File: config.mk
export PLATFORM = sky130hd
export DESIGN_NAME = ifd_core
export DESIGN_NICKNAME = d
export VERILOG_FILES = /design/src/inc/ifd_pkg.sv /design/src/rtl/ifd_core.sv
export VERILOG_INCLUDE_DIRS = /design/src /design/src/inc
export SDC_FILE = /design/constraint.sdc
export NUM_CORES = 1
export LEC_CHECK = 0
export CAP_MARGIN = 20
export CORE_ASPECT_RATIO = 0.75
export CORE_MARGIN = 2
export CORE_UTILIZATION = 38
export DETAILED_ROUTE_END_ITERATION = 8
export DONT_BUFFER_PORTS = 1
export REMOVE_ABC_BUFFERS = 1
export SYNTH_ARGS = -nofsm -noshare
export SYNTH_HDL_FRONTEND = slang
export SYNTH_SLANG_ARGS = --single-unit
File: constraint.sdc
create_clock -name clock -period 2.78 [get_ports clock]
set_clock_uncertainty 0.15 [all_clocks]
set_input_delay 0.417 -clock clock [delete_from_list [all_inputs] [get_ports clock]]
set_output_delay 0.417 -clock clock [all_outputs]
set_load 0.1 [all_outputs]
File: src/inc/ifd_defines.svh
// constants for the instruction fetch, decode and operand datapath
// assumes a single 100 MHz clock and an Avalon-MM host for the registers
`ifndef IFD_DEFINES_SVH
`define IFD_DEFINES_SVH

// instruction fields, vector bit = 23 - documented position
`define IFD_OP_HI 20
`define IFD_OP_LO 15
`define IFD_IND_BIT 14
`define IFD_IDX_BIT 22
`define IFD_POP_BIT 21
`define IFD_ADR_HI 13

// operation codes
`define IFD_OP_HLT 6'h00
`define IFD_OP_BRU 6'h01
`define IFD_OP_MIW 6'h0A
`define IFD_OP_WIM 6'h1A
`define IFD_OP_STA 6'h1D
`define IFD_OP_STB 6'h1E
`define IFD_OP_STX 6'h1F
`define IFD_OP_SUB 6'h2C
`define IFD_OP_ADD 6'h2D
`define IFD_OP_LDX 6'h39
`define IFD_OP_LDB 6'h3D
`define IFD_OP_LDA 6'h3E
`define IFD_OP_EAX 6'h3F

// register word indices
`define IFD_REG_CTRL 4'h0
`define IFD_REG_PC 4'h1
`define IFD_REG_STAT 4'h2
`define IFD_REG_A 4'h3
`define IFD_REG_B 4'h4
`define IFD_REG_X 4'h5
`define IFD_REG_C 4'h6
`define IFD_REG_WORD 4'h7
`define IFD_REG_TIME 4'h8

// control bits
`define IFD_CTRL_RUN 0
`define IFD_CTRL_CLR 1

// serial word length minus one
`define IFD_LAST_BIT 5'h17

`endif

File: src/inc/ifd_pkg.sv
// types for the instruction fetch, decode and operand datapath
// assumes ifd_defines.svh supplies the numeric constants other than the state codes set here
package ifd_pkg;

    typedef logic [23:0] ifd_word_t;
    typedef logic [13:0] ifd_addr_t;

    // request to core memory: address register and buffer register travel together
    typedef struct packed {
        logic rd;
        logic wr;
        ifd_addr_t addr;
        ifd_word_t data;
    } ifd_mem_req_t;

    typedef enum logic [11:0] {
        ST_IDLE  = 12'h001,
        ST_FETCH = 12'h002,
        ST_FWAIT = 12'h004,
        ST_XFER  = 12'h008,
        ST_INDEX = 12'h010,
        ST_IWAIT = 12'h020,
        ST_DISP  = 12'h040,
        ST_OWAIT = 12'h080,
        ST_OLOAD = 12'h100,
        ST_EXEC  = 12'h200,
        ST_SWAIT = 12'h400,
        ST_HALT  = 12'h800
    } ifd_state_t;

endpackage

File: src/rtl/ifd_core.sv
// instruction fetch, field decode, operand routing and character buffer
// assumes core memory answers on mem_done in this clock domain and
// character pins arrive asynchronously
//
// The address map and register access over Avalon-MM were left to the implementer.
`timescale 1ns/10ps
`include "ifd_defines.svh"

module ifd_core #(
    parameter int CHARS = 4
) (
    // clock and reset
    input wire logic clock,
    input wire logic resetn,
    // avalon-mm slave
    input wire logic [3:0] address,
    input wire logic read,
    input wire logic write,
    input wire logic [31:0] writedata,
    output logic [31:0] readdata,
    output logic waitrequest,
    // core memory
    output ifd_pkg::ifd_mem_req_t mem_req,
    input wire ifd_pkg::ifd_word_t mem_rdata,
    input wire logic mem_done,
    // character pins
    input wire logic [5:0] char_in,
    input wire logic char_in_stb,
    output logic [5:0] char_out,
    output logic char_out_stb,
    input wire logic char_out_ack,
    output logic word_req
);
    import ifd_pkg::*;

    ifd_state_t state_r, state_nxt;
    ifd_mem_req_t mem_r, mem_nxt;
    ifd_addr_t p_r, p_nxt;
    ifd_word_t c_r, c_nxt, a_r, a_nxt, b_r, b_nxt, x_r, x_nxt;
    ifd_word_t war_r, war_nxt;
    logic [5:0] o_r, o_nxt;
    logic [5:0] scr_r, scr_nxt;
    logic [4:0] bit_r, bit_nxt;
    logic carry_r, carry_nxt;
    logic halted_r, halted_nxt;
    logic [15:0] wtime_r, wtime_nxt;
    logic [2:0] in_cnt_r, in_cnt_nxt, out_cnt_r, out_cnt_nxt;
    logic in_full_r, in_full_nxt;
    logic stb_r, stb_nxt, wreq_r, wreq_nxt;
    logic wait_r;
    logic [31:0] rdata_r;

    // three-stage pin synchronisers; a level counts once stages 2 and 3 agree
    logic [7:0] pin_in;
    logic [7:0] lvl_r, lvl_d_r;
    assign pin_in = {char_out_ack, char_in_stb, char_in};
    genvar gi;
    generate
        for (gi = 0; gi < 8; gi++) begin : g_sync
            logic [2:0] q_r;
            always_ff @(posedge clock) begin
                if (!resetn) begin
                    q_r <= 3'h0;
                    lvl_r[gi] <= 1'b0;
                    lvl_d_r[gi] <= 1'b0;
                end else begin
                    q_r <= {q_r[1:0], pin_in[gi]};
                    lvl_d_r[gi] <= lvl_r[gi];
                    if (q_r[1] == q_r[2]) begin
                        lvl_r[gi] <= q_r[2];
                    end
                end
            end
        end
    endgenerate

    wire in_evt = lvl_r[6] & ~lvl_d_r[6];
    wire ack_evt = lvl_r[7] & ~lvl_d_r[7];
    wire [5:0] in_char = lvl_r[5:0];

    // instruction field views of the transfer register
    wire [5:0] op_fld = c_r[`IFD_OP_HI:`IFD_OP_LO];
    wire [13:0] adr_fld = c_r[`IFD_ADR_HI:0];
    wire idx_bit = c_r[`IFD_IDX_BIT];
    wire ind_bit = c_r[`IFD_IND_BIT];
    wire pop_bit = c_r[`IFD_POP_BIT];
    // bit 0 (vector bit 23) is never looked at
    wire [13:0] pop_entry = {7'h00, pop_bit, op_fld};

    // operation classes
    wire is_store = (o_r == `IFD_OP_STA) | (o_r == `IFD_OP_STB) | (o_r == `IFD_OP_STX)
        | (o_r == `IFD_OP_WIM);
    wire is_sub = (o_r == `IFD_OP_SUB);
    wire is_arith = is_sub | (o_r == `IFD_OP_ADD);
    wire last_bit = (bit_r == `IFD_LAST_BIT);

    // serial adder: subtract adds the inverted operand with carry in set
    wire m_bit = is_sub ? ~c_r[0] : c_r[0];
    wire sum_bit = a_r[0] ^ m_bit ^ carry_r;
    wire sum_cry = (a_r[0] & m_bit) | (a_r[0] & carry_r) | (m_bit & carry_r);

    // source bit for stores, taken from the low end first
    wire src_bit = (o_r == `IFD_OP_STA) ? a_r[0] :
        (o_r == `IFD_OP_STB) ? b_r[0] :
        (o_r == `IFD_OP_STX) ? x_r[0] : war_r[0];

    // bus strobes, declared ahead of the controller that reads the write
    wire bus_req = (read | write) & wait_r;
    wire bus_wr = write & ~wait_r; // write lands at the answering edge

    // phase controller: one step completes before the next transfer
    always_comb begin
        state_nxt = state_r;
        mem_nxt = mem_r;
        p_nxt = p_r;
        c_nxt = c_r;
        o_nxt = o_r;
        a_nxt = a_r;
        b_nxt = b_r;
        x_nxt = x_r;
        bit_nxt = bit_r;
        carry_nxt = carry_r;
        halted_nxt = halted_r;
        wtime_nxt = wtime_r;
        war_nxt = war_r;
        scr_nxt = scr_r;
        in_cnt_nxt = in_cnt_r;
        in_full_nxt = in_full_r;
        out_cnt_nxt = out_cnt_r;
        stb_nxt = stb_r;
        wreq_nxt = wreq_r;

        // character input: pin to single char reg, then into word reg
        // an offered char must stand, so input waits for the last ack too
        if (in_evt && !in_full_r && out_cnt_r == 3'h0 && !stb_r) begin
            scr_nxt = in_char;
        end
        if (lvl_d_r[6] && !lvl_r[6] && !in_full_r && out_cnt_r == 3'h0 && !stb_r) begin
            war_nxt = {war_r[17:0], scr_r};
            in_cnt_nxt = in_cnt_r + 3'h1;
            if (in_cnt_r == 3'(CHARS - 1)) begin
                in_full_nxt = 1'b1;
                in_cnt_nxt = 3'h0;
            end
        end

        // character output, one per acknowledge
        if (ack_evt) begin
            stb_nxt = 1'b0;
        end
        if (out_cnt_r != 3'h0 && !stb_r) begin
            scr_nxt = war_r[23:18];
            war_nxt = {war_r[17:0], 6'h00};
            stb_nxt = 1'b1;
            out_cnt_nxt = out_cnt_r - 3'h1;
            if (out_cnt_r == 3'h1) begin
                wreq_nxt = 1'b1;
            end
        end

        case (state_r)
            ST_IDLE: begin
            end
            ST_FETCH: begin
                p_nxt = p_r + 14'h0001;
                mem_nxt.addr = p_r + 14'h0001;
                mem_nxt.rd = 1'b1;
                wtime_nxt = wtime_r + 16'h0001;
                state_nxt = ST_FWAIT;
            end
            ST_FWAIT: begin
                if (mem_done) begin
                    mem_nxt.rd = 1'b0;
                    mem_nxt.data = mem_rdata;
                    state_nxt = ST_XFER;
                end
            end
            ST_XFER: begin
                c_nxt = mem_r.data;
                state_nxt = ST_INDEX;
            end
            ST_INDEX: begin
                o_nxt = op_fld;
                if (pop_bit) begin
                    p_nxt = pop_entry - 14'h0001;
                    state_nxt = ST_FETCH;
                end else if (idx_bit) begin
                    c_nxt[`IFD_ADR_HI:0] = adr_fld + x_r[`IFD_ADR_HI:0];
                    c_nxt[`IFD_IDX_BIT] = 1'b0;
                end else if (ind_bit) begin
                    mem_nxt.addr = adr_fld;
                    mem_nxt.rd = 1'b1;
                    wtime_nxt = wtime_r + 16'h0001;
                    state_nxt = ST_IWAIT;
                end else begin
                    state_nxt = ST_DISP;
                end
            end
            ST_IWAIT: begin
                if (mem_done) begin
                    // pointed word supplies address and further modifiers
                    mem_nxt.rd = 1'b0;
                    c_nxt[`IFD_ADR_HI:0] = mem_rdata[`IFD_ADR_HI:0];
                    c_nxt[`IFD_IND_BIT] = mem_rdata[`IFD_IND_BIT];
                    c_nxt[`IFD_IDX_BIT] = mem_rdata[`IFD_IDX_BIT];
                    state_nxt = ST_INDEX;
                end
            end
            ST_DISP: begin
                bit_nxt = 5'h00;
                carry_nxt = is_sub;
                mem_nxt.addr = adr_fld;
                case (o_r)
                    `IFD_OP_HLT: begin
                        halted_nxt = 1'b1;
                        state_nxt = ST_HALT;
                    end
                    `IFD_OP_BRU: begin
                        p_nxt = adr_fld - 14'h0001;
                        state_nxt = ST_FETCH;
                    end
                    `IFD_OP_EAX: begin
                        x_nxt = {10'h000, adr_fld};
                        state_nxt = ST_FETCH;
                    end
                    `IFD_OP_STA, `IFD_OP_STB, `IFD_OP_STX: begin
                        state_nxt = ST_EXEC;
                    end
                    `IFD_OP_WIM: begin
                        // wait for a full input word
                        if (in_full_r) begin
                            state_nxt = ST_EXEC;
                        end
                    end
                    `IFD_OP_MIW: begin
                        // wait until the previous output word is gone
                        if (out_cnt_r == 3'h0 && !stb_r) begin
                            mem_nxt.rd = 1'b1;
                            wtime_nxt = wtime_r + 16'h0001;
                            state_nxt = ST_OWAIT;
                        end
                    end
                    `IFD_OP_ADD, `IFD_OP_SUB, `IFD_OP_LDA, `IFD_OP_LDB, `IFD_OP_LDX: begin
                        mem_nxt.rd = 1'b1;
                        wtime_nxt = wtime_r + 16'h0001;
                        state_nxt = ST_OWAIT;
                    end
                    // remaining codes of 00..77 run as no operation
                    default: begin
                        state_nxt = ST_FETCH;
                    end
                endcase
            end
            ST_OWAIT: begin
                if (mem_done) begin
                    mem_nxt.rd = 1'b0;
                    mem_nxt.data = mem_rdata;
                    state_nxt = ST_OLOAD;
                end
            end
            ST_OLOAD: begin
                c_nxt = mem_r.data;
                if (o_r == `IFD_OP_MIW) begin
                    in_cnt_nxt = 3'h0;
                end
                state_nxt = ST_EXEC;
            end
            ST_EXEC: begin
                // one bit per clock, low end first
                bit_nxt = bit_r + 5'h01;
                if (is_store) begin
                    c_nxt = {src_bit, c_r[23:1]};
                    case (o_r)
                        `IFD_OP_STA: a_nxt = {a_r[0], a_r[23:1]};
                        `IFD_OP_STB: b_nxt = {b_r[0], b_r[23:1]};
                        `IFD_OP_STX: x_nxt = {x_r[0], x_r[23:1]};
                        default: war_nxt = {war_r[0], war_r[23:1]};
                    endcase
                end else begin
                    c_nxt = {c_r[0], c_r[23:1]};
                    if (is_arith) begin
                        a_nxt = {sum_bit, a_r[23:1]};
                        carry_nxt = sum_cry;
                    end else if (o_r == `IFD_OP_LDA) begin
                        a_nxt = {c_r[0], a_r[23:1]};
                    end else if (o_r == `IFD_OP_LDB) begin
                        b_nxt = {c_r[0], b_r[23:1]};
                    end else if (o_r == `IFD_OP_LDX) begin
                        x_nxt = {c_r[0], x_r[23:1]};
                    end else begin
                        war_nxt = {c_r[0], war_r[23:1]};
                    end
                end
                if (last_bit) begin
                    wtime_nxt = wtime_r + 16'h0001;
                    if (is_store) begin
                        mem_nxt.data = {src_bit, c_r[23:1]};
                        mem_nxt.wr = 1'b1;
                        wtime_nxt = wtime_r + 16'h0002;
                        state_nxt = ST_SWAIT;
                    end else begin
                        if (o_r == `IFD_OP_MIW) begin
                            out_cnt_nxt = 3'(CHARS);
                            wreq_nxt = 1'b0;
                        end
                        state_nxt = ST_FETCH;
                    end
                end
            end
            ST_SWAIT: begin
                if (mem_done) begin
                    mem_nxt.wr = 1'b0;
                    if (o_r == `IFD_OP_WIM) begin
                        in_full_nxt = 1'b0;
                    end
                    state_nxt = ST_FETCH;
                end
            end
            ST_HALT: begin
                state_nxt = ST_IDLE;
            end
            default: begin
                state_nxt = ST_IDLE;
            end
        endcase

        // software control and register loads while stopped
        if (bus_wr && state_r == ST_IDLE) begin
            if (address == `IFD_REG_PC) p_nxt = writedata[13:0];
            if (address == `IFD_REG_A) a_nxt = writedata[23:0];
            if (address == `IFD_REG_B) b_nxt = writedata[23:0];
            if (address == `IFD_REG_X) x_nxt = writedata[23:0];
        end
        if (bus_wr && address == `IFD_REG_CTRL) begin
            if (writedata[`IFD_CTRL_CLR]) begin
                wtime_nxt = 16'h0000;
                halted_nxt = 1'b0;
            end
            if (writedata[`IFD_CTRL_RUN] && state_r == ST_IDLE) begin
                halted_nxt = 1'b0;
                state_nxt = ST_FETCH;
            end
        end
    end

    // avalon slave: one wait cycle, then answer for one cycle
    wire [31:0] stat_w = {16'h0000, wreq_r, in_full_r, halted_r, 1'b0, 6'h00, o_r};
    wire [31:0] rd_mux =
        (address == `IFD_REG_CTRL) ? {31'h0, state_r != ST_IDLE} :
        (address == `IFD_REG_PC) ? {18'h0, p_r} :
        (address == `IFD_REG_STAT) ? stat_w :
        (address == `IFD_REG_A) ? {8'h00, a_r} :
        (address == `IFD_REG_B) ? {8'h00, b_r} :
        (address == `IFD_REG_X) ? {8'h00, x_r} :
        (address == `IFD_REG_C) ? {8'h00, c_r} :
        (address == `IFD_REG_WORD) ? {8'h00, war_r} :
        (address == `IFD_REG_TIME) ? {16'h0000, wtime_r} : 32'h0;

    always_ff @(posedge clock) begin
        if (!resetn) begin
            wait_r <= 1'b1;
            rdata_r <= 32'h0;
        end else begin
            wait_r <= ~bus_req;
            if (bus_req) begin
                rdata_r <= rd_mux;
            end
        end
    end

    // datapath and phase registers
    always_ff @(posedge clock) begin
        if (!resetn) begin
            state_r <= ST_IDLE;
            mem_r <= '0;
            p_r <= 14'h0000;
            c_r <= 24'h0;
            a_r <= 24'h0;
            b_r <= 24'h0;
            x_r <= 24'h0;
            o_r <= 6'h00;
            bit_r <= 5'h00;
            carry_r <= 1'b0;
            halted_r <= 1'b0;
            wtime_r <= 16'h0000;
        end else begin
            state_r <= state_nxt;
            mem_r <= mem_nxt;
            p_r <= p_nxt;
            c_r <= c_nxt;
            a_r <= a_nxt;
            b_r <= b_nxt;
            x_r <= x_nxt;
            o_r <= o_nxt;
            bit_r <= bit_nxt;
            carry_r <= carry_nxt;
            halted_r <= halted_nxt;
            wtime_r <= wtime_nxt;
        end
    end

    // character buffer registers
    always_ff @(posedge clock) begin
        if (!resetn) begin
            war_r <= 24'h0;
            scr_r <= 6'h00;
            in_cnt_r <= 3'h0;
            in_full_r <= 1'b0;
            out_cnt_r <= 3'h0;
            stb_r <= 1'b0;
            wreq_r <= 1'b0;
        end else begin
            war_r <= war_nxt;
            scr_r <= scr_nxt;
            in_cnt_r <= in_cnt_nxt;
            in_full_r <= in_full_nxt;
            out_cnt_r <= out_cnt_nxt;
            stb_r <= stb_nxt;
            wreq_r <= wreq_nxt;
        end
    end

    // outputs straight from flops
    assign readdata = rdata_r;
    assign waitrequest = wait_r;
    assign mem_req = mem_r;
    assign char_out = scr_r;
    assign char_out_stb = stb_r;
    assign word_req = wreq_r;

endmodule // ifd_core

==> impl_metrics.tcl <==
set metrics [dict create \
    fin_util 0.481 \
    min-delay-path-class "input port to register" \
    synth.cell_area_um2 15900 \
    synth_async_sr_flop_share 0 \
    grt_first_pass_wirelength_mm 96.0 \
    cap_viol_max_count 0 \
    cts.clk_slew.worst_paths_ps 60 \
    fp-row-count 64 \
    drtAntennaViolNets 0 \
    die_w_um 240 \
    worst_slack_ps 93.8 \
    max_fanout_on_critical_path 10 \
    slew-limit-headroom 0.346 \
    setup.worst_path.class "register to register" \
    io_buffers 0 \
    run_status "finished clean" \
    initial_antenna_violation_count 3 \
    layout_worst_path_cycle_share 0.966 \
    syn-instance-count 1983 \
    routedWlPerCell_um 22.9 \
    post-route-drc-count 0 \
    synth_edf_count 0 \
    drt_first_iter_violations 2053 \
    placedCellCount 2609 \
    grt_overflow 0 \
    design.die.area_um2 43500 \
    grt_max_degree 109 \
    htreeDepth 1 \
    post-synth-top-area-fraction 0.364 \
    insertion_delay_ps 610 \
    routed-via-count 16584 \
    grt.total_usage 0.284 \
    endpoint_required_time_on_the_critical_path_ps 3150 \
    place_congestion 0.909 \
    yosys_synthesis_warning_count 0 \
    synth_sequential_area_ratio 0.364 \
    critical_path.startpoint_type "register" \
    io_pins 154 \
    cts.root.buffer_cell "clkbuf_16" \
    leakage_nw 7.46 \
    yosys.area.top_type "dfxtp_1" \
    synthesis.area_per_instance_um2 8.01 \
    worst_pin_slew_ps 980 \
    fp.coreArea_um2 41000 \
    final-setup-viol-count 0 \
    endpoint_kind "register" \
    setup_total_negative_slack_ps 0 \
    finalHoldViolCount 0 \
    slew_viol_final 0 \
    final_cell_count_no_fill 2737 \
    firstDrtPassIters 6 \
    grt_pass1_vias 15426 \
    via_per_inst 6.06 \
    synth-main-ff-cell "dfxtp_1" \
    layout.nets 2250 \
    clock_tree_from_tritoncts "done" \
    cp_data_arrival_time_ps 3060 \
    final.min_clock_period_ps 2690 \
    post-place-ws_ps -170 \
    powerDensity_nw_per_um2 524 \
    irDropWorstVdd_mv 0.504 \
    num_cts_buffers 31 \
    initial_utilization 0.388 \
    syn_to_final_growth_pct 24.2 \
    clock_sink_count 289 \
    hpwlAfterDp_mm 45.2 \
    routed_wl_mm 62.7 \
    postSynthRegisterBits 289 \
    final_layout_size_suffix_gt1_frac 0.168 \
    synth.distinct_cells 87 \
    maxClockFrequency_ghz 0.372 \
    cts_buffer_depth 3 \
    die_y_um 181 \
    synthTopCellsByArea "dfxtp_1, nor2_1, a211oi_1, nand2_1, mux2i_1" \
]
worst max-delay path, cell delays in order, from the launching register on:
cell and delay [ps]:
dfxtp_1 310, or4_4 570, or4_4 500, a21o_1 200, nand3_2 70, nor4_1 70
or3_1 370, buf_12 160, nor4_2 200
power by group:
part	leakage, nW	total (W)	internal [W]	switching [W]
Clock	0.526	0.00443	0.00253	0.00190
Combinational	4.60	0.00153	0.000402	0.00113
Sequential	2.34	0.00438	0.00426	0.000129
Total	7.46	0.0103	0.00718	0.00316
path summary, 6_finish.rpt:
check	startpoint	to	slack (ps)	depth (start not counted)
hold / removal	mem_rdata[5]	c_r[5]	20	4
hold reg to reg	g_sync[0].q_r[0]	g_sync[0].q_r[1]	280	1
setup reg to reg	state_r[2]	state_r[3]	90	8
setup / recovery	state_r[2]	state_r[3]	90	8
cell usage after synthesis (17+ instances only):
| cell | number |
|---|---|
| mux2i_1 | 68 |
| nand3_1 | 64 |
| ha_1 | 23 |
| xnor2_1 | 30 |
| a22oi_1 | 62 |
| clkbuf_1 | 148 |
| a211oi_1 | 95 |
| nor3_1 | 62 |
| o21ai_0 | 89 |
| nand2_1 | 184 |
| nor2_1 | 274 |
| a311oi_1 | 61 |
| nand4_1 | 17 |
| xor2_1 | 17 |
| inv_1 | 32 |
| a222oi_1 | 27 |
| a21oi_1 | 105 |
| and2_1 | 32 |
| a31oi_1 | 23 |
| dfxtp_1 | 289 |
logic make-up (layout without fill, tap and decap cells):
kind of cell             after synthesis  in the layout  share of synthesized area
AO/OA/AOI/OAI                        581            581                      0.260
multiplexers                          84             84                     0.0542
other                                  1             10                   0.000236
adder cells (fa/ha/maj)               25             25                     0.0206
AND/OR/NAND/NOR                      746            746                      0.221
buffers and inverters                210            394                     0.0533
XOR/XNOR                              47             47                     0.0259
flip-flops                           289            289                      0.364
area by class of cell:
class,instances,area [um^2]
well taps,561,702
fillers,4063,21300
diodes,2,5.00
repair buffers,305,2620
multi-input cells,1491,9440
inverters,34,133
clock inverters,18,220
clock buffers,37,838
flip-flops and latches,289,5790
registers in the layout (all words and copies together), names as in the netlist, 5 cells and up:
| register | cells |
|---|---|
| a_r | 24 |
| b_r | 24 |
| bit_r | 5 |
| c_r | 24 |
| char_out | 6 |
| g_sync.q_r | 24 |
| in_char | 6 |
| mem_req | 40 |
| o_r | 6 |
| p_r | 14 |
| readdata | 24 |
| state_r | 12 |
| war_r | 24 |
| wtime_r | 16 |
| x_r | 24 |
cells in the final DEF, fill, tap and decap left out, types with 68 or more instances in the layout:
cell type and n:
a211oi_1 93, a21oi_1 103, buf_4 229, dfxtp_1 288, mux2i_1 68, nand2_1 184, nor2_1 274, o21ai_0 86
metal layers:
layer,global-route usage,part of all wire,wire length (um),up-vias
met3,0.0659,0.10,6410,109
met2,0.410,0.41,26000,777
li1,-,-,-,7691
met5,0,0,0,-
met1,0.418,0.46,28600,8007
met4,0.0795,0.028,1730,0
metrics by stage:
| step | hold WS (ps) | cell area, um^2 | total power (W) |
|---|---|---|---|
| detailed placement | 271 | 17800 | 0.00586 |
| global placement | 266 | 17800 | 0.00585 |
| finish | 17.5 | 19700 | 0.0103 |
| floorplan | 262 | 15200 | 0.00544 |
| CTS | 1.90 | 19600 | 0.0104 |
| global route | 29.0 | 19700 | 0.0107 |
timing repair:
action	in CTS	in global routing
hold endpoints to repair	173	0
gates resized for setup	6	22
pin swaps	2	9
hold buffers	63	0
endpoints found under the setup margin	20	64
setup buffers	2	6
Power figures use the tool's default switching activity.
